`config.mk`:
```
export PLATFORM = sky130hd
export DESIGN_NAME = dmc_regs
export DESIGN_NICKNAME = d
export VERILOG_FILES = /design/src/logic/dmc_pkg.sv /design/src/logic/dmc_word_ram.sv /design/src/logic/dmc_regs.sv
export SDC_FILE = /design/constraint.sdc
export NUM_CORES = 2
export LEC_CHECK = 0
export ABC_AREA = 1
export BUFFER_PORTS_ARGS = -buffer_cell sky130_fd_sc_hd__buf_2
export CORE_MARGIN = 5
export CORE_UTILIZATION = 40
export CTS_BUF_LIST = sky130_fd_sc_hd__clkbuf_8
export CTS_CLUSTER_SIZE = 16
export DETAILED_ROUTE_END_ITERATION = 10
export HOLD_SLACK_MARGIN = 0.03
export PLACE_DENSITY = 0.57
export SLEW_MARGIN = 20
export SYNTH_ARGS = -nofsm -noshare
export SYNTH_HDL_FRONTEND = slang
export SYNTH_HIERARCHICAL = 1
export SYNTH_SLANG_ARGS = --single-unit
```
`constraint.sdc`:
```
create_clock -name i_clk -period 4.45 [get_ports i_clk]
set_clock_uncertainty 0.1 [all_clocks]
set_input_delay 0.6675 -clock i_clk [delete_from_list [all_inputs] [get_ports i_clk]]
set_output_delay 0.6675 -clock i_clk [all_outputs]
set_load 0.01 [all_outputs]
```
`src/logic/dmc_pkg.sv`:
```
package dmc_pkg;

  // Register word width
  localparam int unsigned WORD_W = 16;
  localparam int unsigned ADDR_W = 16;

  // Monitor register addresses
  localparam logic [15:0] ADDR_RUN_STATUS = 16'h002c;
  localparam logic [15:0] ADDR_RELAY_STATUS = 16'h002d;
  localparam logic [15:0] ADDR_DC_BUS = 16'h0031;
  localparam logic [15:0] ADDR_TORQUE = 16'h0032;
  localparam logic [15:0] ADDR_POWER = 16'h0033;
  localparam logic [15:0] ADDR_CPU_FW = 16'h003b;
  localparam logic [15:0] ADDR_FLASH_FW = 16'h003c;
  localparam logic [15:0] ADDR_LINK_ERR = 16'h003d;
  localparam logic [15:0] ADDR_RATING = 16'h003e;
  localparam logic [15:0] ADDR_CTRL_METHOD = 16'h003f;

  // Commit registers
  localparam logic [15:0] ADDR_COMMIT_PERSIST = 16'h0900;
  localparam logic [15:0] ADDR_COMMIT_VOLATILE = 16'h0910;
  localparam logic [15:0] COMMIT_VALUE = 16'h0000;

  // Directly effective speed reference
  localparam logic [15:0] ADDR_SPEED_REF = 16'h0002;

  // Fault trace and history words
  localparam logic [15:0] ADDR_FAULT_TRACE = 16'h0080;
  localparam logic [15:0] ADDR_FAULT_HIST = 16'h0090;
  localparam int unsigned HIST_DEPTH = 4;
  localparam logic [7:0] FAULT_CODE_MIN = 8'h01;
  localparam logic [7:0] FAULT_CODE_MAX = 8'h94;

  // Staged parameter window
  localparam logic [15:0] ADDR_PARAM_BASE = 16'h0100;
  localparam int unsigned PARAM_AW = 6;
  localparam int unsigned PARAM_DEPTH = 64;

  // Run status bit positions
  localparam int unsigned ST_LOW_FREQ = 4;
  localparam int unsigned ST_HIGH_FREQ = 5;
  localparam int unsigned ST_BLOCKED = 8;
  localparam int unsigned ST_REF_SRC = 9;
  localparam int unsigned ST_RUN_SRC = 10;

  // Link error detail bit positions
  localparam int unsigned LE_CRC = 0;
  localparam int unsigned LE_LENGTH = 1;
  localparam int unsigned LE_PARITY = 3;
  localparam int unsigned LE_OVERRUN = 4;
  localparam int unsigned LE_FRAMING = 5;
  localparam int unsigned LE_TIMEOUT = 6;

  // Error answer codes
  localparam logic [7:0] ERR_BAD_REG = 8'h02;
  localparam logic [7:0] ERR_WRITE_MODE = 8'h22;
  localparam logic [7:0] ERR_BUSY = 8'h24;
  localparam logic [7:0] ERR_NONE = 8'h00;

  // Firmware numbers, arbitrary values
  localparam logic [15:0] CPU_FW_NUMBER = 16'h0101;
  localparam logic [15:0] FLASH_FW_NUMBER = 16'h0202;

  // Commit sequencer states
  typedef enum logic [3:0] {
    CS_IDLE = 4'b0001,
    CS_FETCH = 4'b0010,
    CS_STORE = 4'b0100,
    CS_EEPROM = 4'b1000
  } dmc_commit_type;

endpackage : dmc_pkg

```
`src/logic/dmc_word_ram.sv`:
```
`timescale 1ns/1ps
// Simple dual port word memory with registered read data
module dmc_word_ram #(
  parameter int unsigned AW = 6,
  parameter int unsigned DW = 16
) (
  // Clock
  input wire logic i_clk,
  // Write port
  input wire logic i_wr_en,
  input wire logic [AW-1:0] i_wr_addr,
  input wire logic [DW-1:0] i_wr_data,
  // Read port
  input wire logic [AW-1:0] i_rd_addr,
  output logic [DW-1:0] o_rd_data
);

  // Storage array
  logic [DW-1:0] mem [0:(1<<AW)-1];
  // Read data register
  logic [DW-1:0] rd_data_r;

  // Write side
  always_ff @(posedge i_clk) begin
    if (i_wr_en) begin
      mem[i_wr_addr] <= i_wr_data;
    end
  end

  // Read side, one cycle latency
  always_ff @(posedge i_clk) begin
    rd_data_r <= mem[i_rd_addr];
  end

  assign o_rd_data = rd_data_r;

endmodule : dmc_word_ram

```
`src/logic/dmc_regs.sv`:
```
`timescale 1ns/1ps
module dmc_regs (
  // Clock and reset
  input wire logic i_clk,
  input wire logic i_reset,
  // Register request port
  input wire logic i_reg_rd,
  input wire logic i_reg_wr,
  input wire logic i_reg_bcast,
  input wire logic [15:0] i_reg_addr,
  input wire logic [15:0] i_reg_wdata,
  // Register answer port
  output logic o_reg_ack,
  output logic o_reg_err,
  output logic [7:0] o_reg_err_code,
  output logic [15:0] o_reg_rdata,
  // Drive state inputs
  input wire logic [15:0] i_output_freq,
  input wire logic [15:0] i_speed_detect_level_param,
  input wire logic i_output_blocked,
  input wire logic i_ref_from_comm,
  input wire logic i_run_from_comm,
  input wire logic i_drive_running,
  input wire logic [15:0] i_status_other,
  input wire logic [2:0] i_relay_closed,
  input wire logic [15:0] i_dc_bus_voltage,
  input wire logic [15:0] i_torque,
  input wire logic [15:0] i_power,
  input wire logic [15:0] i_rating,
  input wire logic [15:0] i_ctrl_method,
  // Link error events and reset
  input wire logic i_err_crc,
  input wire logic i_err_length,
  input wire logic i_err_parity,
  input wire logic i_err_overrun,
  input wire logic i_err_framing,
  input wire logic i_err_timeout,
  input wire logic i_error_reset,
  // Fault events
  input wire logic i_fault_event,
  input wire logic [7:0] i_fault_code,
  // Working parameter read port
  input wire logic [5:0] i_param_addr,
  output logic [15:0] o_param_data,
  // Direct speed reference
  output logic [15:0] o_speed_ref,
  // EEPROM write port
  output logic o_eeprom_wr,
  output logic [5:0] o_eeprom_addr,
  output logic [15:0] o_eeprom_data,
  input wire logic i_eeprom_ready,
  // Commit progress
  output logic o_commit_busy,
  output logic o_commit_done
);

  // Run status word as assembled
  logic [15:0] run_status;
  // Sticky link error word
  logic [15:0] link_err_r;
  // Fault trace and history
  logic [7:0] fault_trace_r;
  logic [7:0] fault_hist_r [0:dmc_pkg::HIST_DEPTH-1];
  // Speed reference register
  logic [15:0] speed_ref_r;
  // Answer registers
  logic ack_r;
  logic err_r;
  logic [7:0] err_code_r;
  logic [15:0] rdata_r;
  logic param_rd_r;
  // Request decode
  logic req;
  logic param_hit;
  logic ro_hit;
  logic commit_hit;
  logic persist_hit;
  logic [5:0] param_idx;
  logic [15:0] ro_value;
  // Commit sequencer
  dmc_pkg::dmc_commit_type cstate_r;
  dmc_pkg::dmc_commit_type cstate_nxt;
  logic [5:0] cidx_r;
  logic persist_r;
  logic start_commit;
  logic done_r;
  logic eep_wr_r;
  logic [5:0] eep_addr_r;
  logic [15:0] eep_data_r;
  // Memory ports
  logic stage_wr;
  logic [15:0] stage_rdata;
  logic [5:0] work_rd_addr;
  logic [15:0] work_rdata;
  logic work_wr;

  // True for a legal fault code
  function automatic logic fault_code_ok(input logic [7:0] code);
    fault_code_ok = (code >= dmc_pkg::FAULT_CODE_MIN) && (code <= dmc_pkg::FAULT_CODE_MAX);
  endfunction : fault_code_ok

  // True for an address inside the staged parameter window
  function automatic logic in_param_window(input logic [15:0] addr);
    in_param_window = (addr >= dmc_pkg::ADDR_PARAM_BASE) &&
      (addr < dmc_pkg::ADDR_PARAM_BASE + 16'(dmc_pkg::PARAM_DEPTH));
  endfunction : in_param_window

  // Status word assembly; other bits pass from the drive
  always_comb begin
    run_status = i_status_other;
    run_status[dmc_pkg::ST_LOW_FREQ] = (i_output_freq <= i_speed_detect_level_param);
    run_status[dmc_pkg::ST_HIGH_FREQ] = (i_output_freq >= i_speed_detect_level_param);
    run_status[dmc_pkg::ST_BLOCKED] = i_output_blocked;
    run_status[dmc_pkg::ST_REF_SRC] = ~i_ref_from_comm;
    run_status[dmc_pkg::ST_RUN_SRC] = ~i_run_from_comm;
  end

  // Sticky link error flags; a new event beats the reset
  always_ff @(posedge i_clk) begin
    if (i_reset) begin
      link_err_r <= 16'h0000;
    end else begin
      if (i_error_reset) begin
        link_err_r <= 16'h0000;
      end
      if (i_err_crc) begin
        link_err_r[dmc_pkg::LE_CRC] <= 1'b1;
      end
      if (i_err_length) begin
        link_err_r[dmc_pkg::LE_LENGTH] <= 1'b1;
      end
      if (i_err_parity) begin
        link_err_r[dmc_pkg::LE_PARITY] <= 1'b1;
      end
      if (i_err_overrun) begin
        link_err_r[dmc_pkg::LE_OVERRUN] <= 1'b1;
      end
      if (i_err_framing) begin
        link_err_r[dmc_pkg::LE_FRAMING] <= 1'b1;
      end
      if (i_err_timeout) begin
        link_err_r[dmc_pkg::LE_TIMEOUT] <= 1'b1;
      end
    end
  end

  // Current fault capture; out-of-range codes are dropped
  always_ff @(posedge i_clk) begin
    if (i_reset) begin
      fault_trace_r <= 8'h00;
    end else if (i_fault_event && fault_code_ok(i_fault_code)) begin
      fault_trace_r <= i_fault_code;
    end
  end

  // Fault history shift, newest at entry zero
  genvar gh;
  generate
    for (gh = 0; gh < dmc_pkg::HIST_DEPTH; gh++) begin : g_hist
      // Word shifted into this entry; the head takes the outgoing current fault
      logic [7:0] hist_src;
      if (gh == 0) begin : g_head
        assign hist_src = fault_trace_r;
      end else begin : g_tail
        assign hist_src = fault_hist_r[gh-1];
      end
      always_ff @(posedge i_clk) begin
        if (i_reset) begin
          fault_hist_r[gh] <= 8'h00;
        end else if (i_fault_event && fault_code_ok(i_fault_code)) begin
          fault_hist_r[gh] <= hist_src;
        end
      end
    end
  endgenerate

  // Request decode
  assign req = i_reg_rd | i_reg_wr;
  assign param_hit = in_param_window(i_reg_addr);
  assign param_idx = i_reg_addr[5:0];
  assign persist_hit = (i_reg_addr == dmc_pkg::ADDR_COMMIT_PERSIST);
  assign commit_hit = persist_hit || (i_reg_addr == dmc_pkg::ADDR_COMMIT_VOLATILE);

  // Read-only word selection; unused bits read zero
  always_comb begin
    ro_hit = 1'b1;
    ro_value = 16'h0000;
    if (i_reg_addr >= dmc_pkg::ADDR_FAULT_HIST &&
        i_reg_addr < dmc_pkg::ADDR_FAULT_HIST + 16'(dmc_pkg::HIST_DEPTH)) begin
      ro_value = {8'h00, fault_hist_r[i_reg_addr[1:0]]};
    end else begin
      unique case (i_reg_addr)
        dmc_pkg::ADDR_RUN_STATUS: ro_value = run_status;
        dmc_pkg::ADDR_RELAY_STATUS: ro_value = {13'h0000, i_relay_closed};
        dmc_pkg::ADDR_DC_BUS: ro_value = i_dc_bus_voltage;
        dmc_pkg::ADDR_TORQUE: ro_value = i_torque;
        dmc_pkg::ADDR_POWER: ro_value = i_power;
        dmc_pkg::ADDR_CPU_FW: ro_value = dmc_pkg::CPU_FW_NUMBER;
        dmc_pkg::ADDR_FLASH_FW: ro_value = dmc_pkg::FLASH_FW_NUMBER;
        dmc_pkg::ADDR_LINK_ERR: ro_value = link_err_r;
        dmc_pkg::ADDR_RATING: ro_value = i_rating;
        dmc_pkg::ADDR_CTRL_METHOD: ro_value = i_ctrl_method;
        dmc_pkg::ADDR_FAULT_TRACE: ro_value = {8'h00, fault_trace_r};
        default: ro_hit = 1'b0;
      endcase
    end
  end

  // Answer generation, one cycle after the request; broadcast writes get none
  always_ff @(posedge i_clk) begin
    if (i_reset) begin
      ack_r <= 1'b0;
      err_r <= 1'b0;
      err_code_r <= dmc_pkg::ERR_NONE;
      rdata_r <= 16'h0000;
      param_rd_r <= 1'b0;
    end else begin
      ack_r <= req && !(i_reg_wr && i_reg_bcast);
      err_r <= 1'b0;
      err_code_r <= dmc_pkg::ERR_NONE;
      rdata_r <= 16'h0000;
      param_rd_r <= 1'b0;
      if (i_reg_rd) begin
        // Read side
        if (ro_hit) begin
          rdata_r <= ro_value;
        end else if (param_hit) begin
          param_rd_r <= 1'b1;
        end else if (i_reg_addr == dmc_pkg::ADDR_SPEED_REF) begin
          rdata_r <= speed_ref_r;
        end else begin
          err_r <= 1'b1;
          err_code_r <= dmc_pkg::ERR_BAD_REG;
        end
      end else if (i_reg_wr) begin
        // Write side
        if (i_reg_addr == dmc_pkg::ADDR_SPEED_REF) begin
          err_r <= 1'b0;
        end else if (param_hit || commit_hit) begin
          if (o_commit_busy) begin
            err_r <= 1'b1;
            err_code_r <= dmc_pkg::ERR_BUSY;
          end else if (commit_hit && i_drive_running) begin
            err_r <= 1'b1;
            err_code_r <= dmc_pkg::ERR_WRITE_MODE;
          end
        end else if (ro_hit) begin
          err_r <= 1'b1;
          err_code_r <= dmc_pkg::ERR_WRITE_MODE;
        end else begin
          err_r <= 1'b1;
          err_code_r <= dmc_pkg::ERR_BAD_REG;
        end
      end
    end
  end

  assign o_reg_ack = ack_r;
  assign o_reg_err = err_r;
  assign o_reg_err_code = err_code_r;
  assign o_reg_rdata = param_rd_r ? work_rdata : rdata_r;

  // Speed reference takes effect at once, broadcast or not
  always_ff @(posedge i_clk) begin
    if (i_reset) begin
      speed_ref_r <= 16'h0000;
    end else if (i_reg_wr && i_reg_addr == dmc_pkg::ADDR_SPEED_REF) begin
      speed_ref_r <= i_reg_wdata;
    end
  end

  assign o_speed_ref = speed_ref_r;

  // Staging write; blocked while a commit is copying
  assign stage_wr = i_reg_wr && !i_reg_bcast && param_hit && !o_commit_busy;

  // Commit start; only the value zero triggers it
  assign start_commit = i_reg_wr && !i_reg_bcast && commit_hit && !o_commit_busy &&
    !i_drive_running && (i_reg_wdata == dmc_pkg::COMMIT_VALUE);

  // Commit sequencer next state
  always_comb begin
    cstate_nxt = cstate_r;
    unique case (cstate_r)
      dmc_pkg::CS_IDLE: begin
        if (start_commit) begin
          cstate_nxt = dmc_pkg::CS_FETCH;
        end
      end
      dmc_pkg::CS_FETCH: cstate_nxt = dmc_pkg::CS_STORE;
      dmc_pkg::CS_STORE: begin
        if (persist_r) begin
          cstate_nxt = dmc_pkg::CS_EEPROM;
        end else if (cidx_r == 6'(dmc_pkg::PARAM_DEPTH - 1)) begin
          cstate_nxt = dmc_pkg::CS_IDLE;
        end else begin
          cstate_nxt = dmc_pkg::CS_FETCH;
        end
      end
      dmc_pkg::CS_EEPROM: begin
        if (i_eeprom_ready) begin
          if (cidx_r == 6'(dmc_pkg::PARAM_DEPTH - 1)) begin
            cstate_nxt = dmc_pkg::CS_IDLE;
          end else begin
            cstate_nxt = dmc_pkg::CS_FETCH;
          end
        end
      end
      default: cstate_nxt = dmc_pkg::CS_IDLE;
    endcase
  end

  // Commit state register
  always_ff @(posedge i_clk) begin
    if (i_reset) begin
      cstate_r <= dmc_pkg::CS_IDLE;
    end else begin
      cstate_r <= cstate_nxt;
    end
  end

  // Commit kind and word index
  always_ff @(posedge i_clk) begin
    if (i_reset) begin
      persist_r <= 1'b0;
      cidx_r <= 6'h00;
    end else if (start_commit) begin
      persist_r <= persist_hit;
      cidx_r <= 6'h00;
    end else if (cstate_r != dmc_pkg::CS_IDLE && cstate_nxt == dmc_pkg::CS_FETCH) begin
      cidx_r <= cidx_r + 6'h01;
    end
  end

  // Working copy written from staging in the store step
  assign work_wr = (cstate_r == dmc_pkg::CS_STORE);

  // EEPROM write strobe held until the EEPROM takes the word
  always_ff @(posedge i_clk) begin
    if (i_reset) begin
      eep_wr_r <= 1'b0;
      eep_addr_r <= 6'h00;
      eep_data_r <= 16'h0000;
    end else if (cstate_r == dmc_pkg::CS_STORE && persist_r) begin
      eep_wr_r <= 1'b1;
      eep_addr_r <= cidx_r;
      eep_data_r <= stage_rdata;
    end else if (cstate_r == dmc_pkg::CS_EEPROM && i_eeprom_ready) begin
      eep_wr_r <= 1'b0;
    end
  end

  assign o_eeprom_wr = eep_wr_r;
  assign o_eeprom_addr = eep_addr_r;
  assign o_eeprom_data = eep_data_r;

  // Done pulse on return to idle
  always_ff @(posedge i_clk) begin
    if (i_reset) begin
      done_r <= 1'b0;
    end else begin
      done_r <= (cstate_r != dmc_pkg::CS_IDLE) && (cstate_nxt == dmc_pkg::CS_IDLE);
    end
  end

  assign o_commit_done = done_r;
  assign o_commit_busy = (cstate_r != dmc_pkg::CS_IDLE);

  // Working copy read: bus reads win over the drive's port
  assign work_rd_addr = (i_reg_rd && param_hit) ? param_idx : i_param_addr;
  assign o_param_data = work_rdata;

  // Staged parameter area
  dmc_word_ram #(
    .AW(dmc_pkg::PARAM_AW),
    .DW(dmc_pkg::WORD_W)
  ) u_stage (
    .i_clk(i_clk),
    .i_wr_en(stage_wr),
    .i_wr_addr(param_idx),
    .i_wr_data(i_reg_wdata),
    .i_rd_addr(cidx_r),
    .o_rd_data(stage_rdata)
  );

  // Working parameter copy
  dmc_word_ram #(
    .AW(dmc_pkg::PARAM_AW),
    .DW(dmc_pkg::WORD_W)
  ) u_work (
    .i_clk(i_clk),
    .i_wr_en(work_wr),
    .i_wr_addr(cidx_r),
    .i_wr_data(stage_rdata),
    .i_rd_addr(work_rd_addr),
    .o_rd_data(work_rdata)
  );

endmodule : dmc_regs

```
==> results.toml <==
[timing]
tns_ns = 0
final_hold_viol_count = 0
fmax_ghz = 0.257
fin_crit_sh_pct = 87.5
finalCriticalPeriod_ns = 3.89
setup_violations = 0
tightest_slew_ns = 1.09
final_max_slew_viol_count = 0
rsz0062_at_grt = "false"
slew_headroom_pct = 27.5

[clock_tree]
h-tree-depth = 5
worstSkewPairLatency_ns = 1.09
cts.sinks = 2199
cts.clk_slew.worst_paths_ns = 0.06
post_cts_resized = 0
cts_buffer_depth = 4
cts_buffers = 369
cts_tree = "done"
clockRootBuffer = "clkbuf_8"

[logic_synthesis]
synth.top_cells.by_area = "edfxtp_1 (69%), nand2_1 (11%), nand3_1 (9.9%), dfxtp_1 (2.6%), buf_2 (1.3%)"
synth_cells = 7979
synth.most_common_cell = "nand2_1"
ys_seq_elements = 2199
synth.avg_cell_area_um2 = 11.4
ys_types = 42
ys_seq_area_share_pct = 71.3
synth_edf_count = 2080
yosys_warnings = 6
yosys-top-cells-count = "nand2_1 (2,784), edfxtp_1 (2,080), nand3_1 (1,804)"
ys.flop_type = "edfxtp_1"
yosysTopAreaCellShare_pct = 68.7
synthesis.area_um2 = 90900
async_flop_share_pct = 0
yosys.area.top_type = "edfxtp_1"

[setup_path]
r2r_cells = 8
r2r-end = "u_stage/mem[53][14]"
rrSetupSlack_ns = 1.07
setup.worst_path.end_class = "register"
path_class = "in2reg"
start_kind = "input port"
crit_required_ns = 5.33
reg2reg_from = "cstate_r[2]"
worstPathMaxFanout = 18
cp.arrival_ns = 4.78

[place]
dp_hpwl_um = 160000
place.gp.congestion = 0.965
io_buffers = 267
place_area_um2 = 96300

[routing]
firstDrtPassIters = 9
drtIter0Drc = 6530
vias = 62291
post_drt_wl_per_cell_um = 22.7
routed_wirelength_um = 268000
viasPerCell = 5.27
ant_nets = 0
drcViolationCount = 0

[layout]
final_area_um2 = 103000
drive_gt1_share_pct = 13.0
area_delta_synth_final_pct = 13.8
final_nets = 8734

[hold_path]
min-delay-start = "i_reg_wdata[2]"
hp-class = "in2reg"
min_to = "u_stage/mem[5][2]"
holdPathStages = 2

[grt]
grt_antenna_before_repair = 15
grt_usage_pct = 22.1
first_global_vias = 58991
grt_max_degree = 184
grt_pass1_wl_um = 392000
grt-ovfl-total = 0

[power_and_ir_drop]
power_per_cell_area_nw_per_um2 = 392
leakage_nw = 38.7
vdd_drop_max_mv = 0.352

[floorplanning]
core_um2 = 227000
io_pins = 278
die_h_um = 487
start_util_pct = 40.1
row_count = 175
die_area_um2 = 237000
fp.dieW_um = 487

[job]
drv_cap = 0

[status]
status = "completed"
==> power by group <==
| group | internal [W] | total [W] | switching (W) |
|---|---|---|---|
| Combinational | 0.000472 | 0.00158 | 0.00111 |
| Clock | 0.00857 | 0.0164 | 0.00785 |
| Sequential | 0.0225 | 0.0226 | 0.0000732 |
==> worst max-delay path, stage by stage <==
cell	delay, ns
dlygate4sd3_1	0.55
buf_2	0.17
nor2_1	0.09
nand2_1	0.10
nor2_4	0.39
buf_4	0.28
nand3_2	0.11
inv_2	0.26
a22o_1	0.20
dlygate4sd3_1	0.55
nor2_1	0.05
dlygate4sd3_1	0.58
nand3b_1	0.08
dlygate4sd3_1	0.56
nand2_1	0.05
inv_1	0.09
==> cell families after synthesis <==
kind of cell | after synthesis | synth area share, %
DFF | 2199 | 71.3
xor gates and xnor gates | 2 | 0.0193
buffers and inverters | 660 | 4.14
other | 1 | 0.00412
muxes | 17 | 0.211
AOI/OAI and AO/OA | 141 | 0.848
adders and majority gates | 17 | 0.234
and+or+nand+nor | 4942 | 23.2
==> worst max-delay path by stage <==
stage | end | startpoint | cells past startpoint | slack (ns)
after CTS | o_reg_rdata[0] | param_rd_r | 3 | 0.67
after global placement | u_work/o_rd_data[2] | i_reg_addr[9] | 21 | 0.33
final | rdata_r[13] | i_reg_addr[11] | 16 | 0.56
after global routing | rdata_r[13] | i_reg_addr[11] | 16 | 0.42
after floorplan | u_stage/mem[48][0] | i_reg_addr[9] | 7 | 0.38
after detailed placement | u_work/o_rd_data[2] | i_reg_addr[9] | 21 | 0.35
==> cells in the final DEF, fill, tap and decap left out, types with 7 or more instances in the layout <==
| cell type | synthesis | layout |
|---|---|---|
| o21ai_1 | 8 | 8 |
| dlygate4sd3_1 | 0 | 54 |
| diode_2 | 0 | 17 |
| nor3_1 | 12 | 12 |
| o21ai_0 | 48 | 43 |
| mux2_2 | 17 | 17 |
| bufinv_16 | 0 | 8 |
| nor2_4 | 7 | 7 |
| nand2_1 | 2784 | 2784 |
| clkinv_2 | 0 | 23 |
| inv_1 | 153 | 295 |
| or2_2 | 7 | 7 |
| buf_2 | 233 | 267 |
| a21oi_1 | 51 | 51 |
| edfxtp_1 | 2080 | 2080 |
| ha_1 | 17 | 17 |
| dfxtp_1 | 119 | 98 |
| inv_2 | 12 | 9 |
| clkbuf_8 | 0 | 395 |
| nor2_1 | 250 | 250 |
| nor4_2 | 0 | 16 |
| buf_12 | 0 | 49 |
| nand4_1 | 44 | 44 |
| buf_4 | 51 | 291 |
| nand3_1 | 1804 | 1804 |
| o22ai_1 | 23 | 23 |
| dfxtp_2 | 0 | 17 |
| clkinv_1 | 0 | 56 |
| clkinvlp_4 | 0 | 7 |
==> layout make-up <==
| class | count | area [um^2] |
|---|---|---|
| well taps | 3009 | 3760 |
| fillers | 20800 | 123000 |
| multi-input cells | 5124 | 22500 |
| repair buffers | 661 | 5040 |
| diodes | 17 | 42.5 |
| flip-flops and latches | 2199 | 64900 |
| clock buffers | 395 | 5440 |
| inverters | 167 | 682 |
| clock inverters | 238 | 1160 |
==> state kept, by name, summed over array words and instances (netlist names), 4 cells and up <==
signal	cells
cidx_r	6
cstate_r	4
fault_hist_r	32
fault_trace_r	8
link_err_r	6
o_eeprom_addr	6
o_eeprom_data	16
o_speed_ref	16
rdata_r	16
u_stage/mem	1024
u_stage/o_rd_data	16
u_work/mem	1024
u_work/o_rd_data	16
==> through the flow <==
stage	hold slack [ns]	worst slack [ns]	instances	util, %	power (W)
after floorplan	0.355	0.383	7983	-	0.0238
after global placement	0.350	0.333	11105	42.5	0.0245
after detailed placement	0.352	0.349	11105	42.5	0.0245
after CTS	0.0349	0.671	11792	45.6	0.0409
after global routing	0.0664	0.423	11802	45.6	0.0421
final	0.138	0.557	11810	45.6	0.0406
==> per-layer routing <==
layer	global-route usage (%)	wire length [um]
met5	0	66
met4	7.58	8550
met3	4.57	20400
met2	34.6	124000
met1	30.8	115000
==> timing repair <==
item	in CTS	in global routing
hold endpoints to repair	50	0
setup buffers	0	0
hold buffers	54	0
No activity file was read; power rests on OpenSTA's default activity.
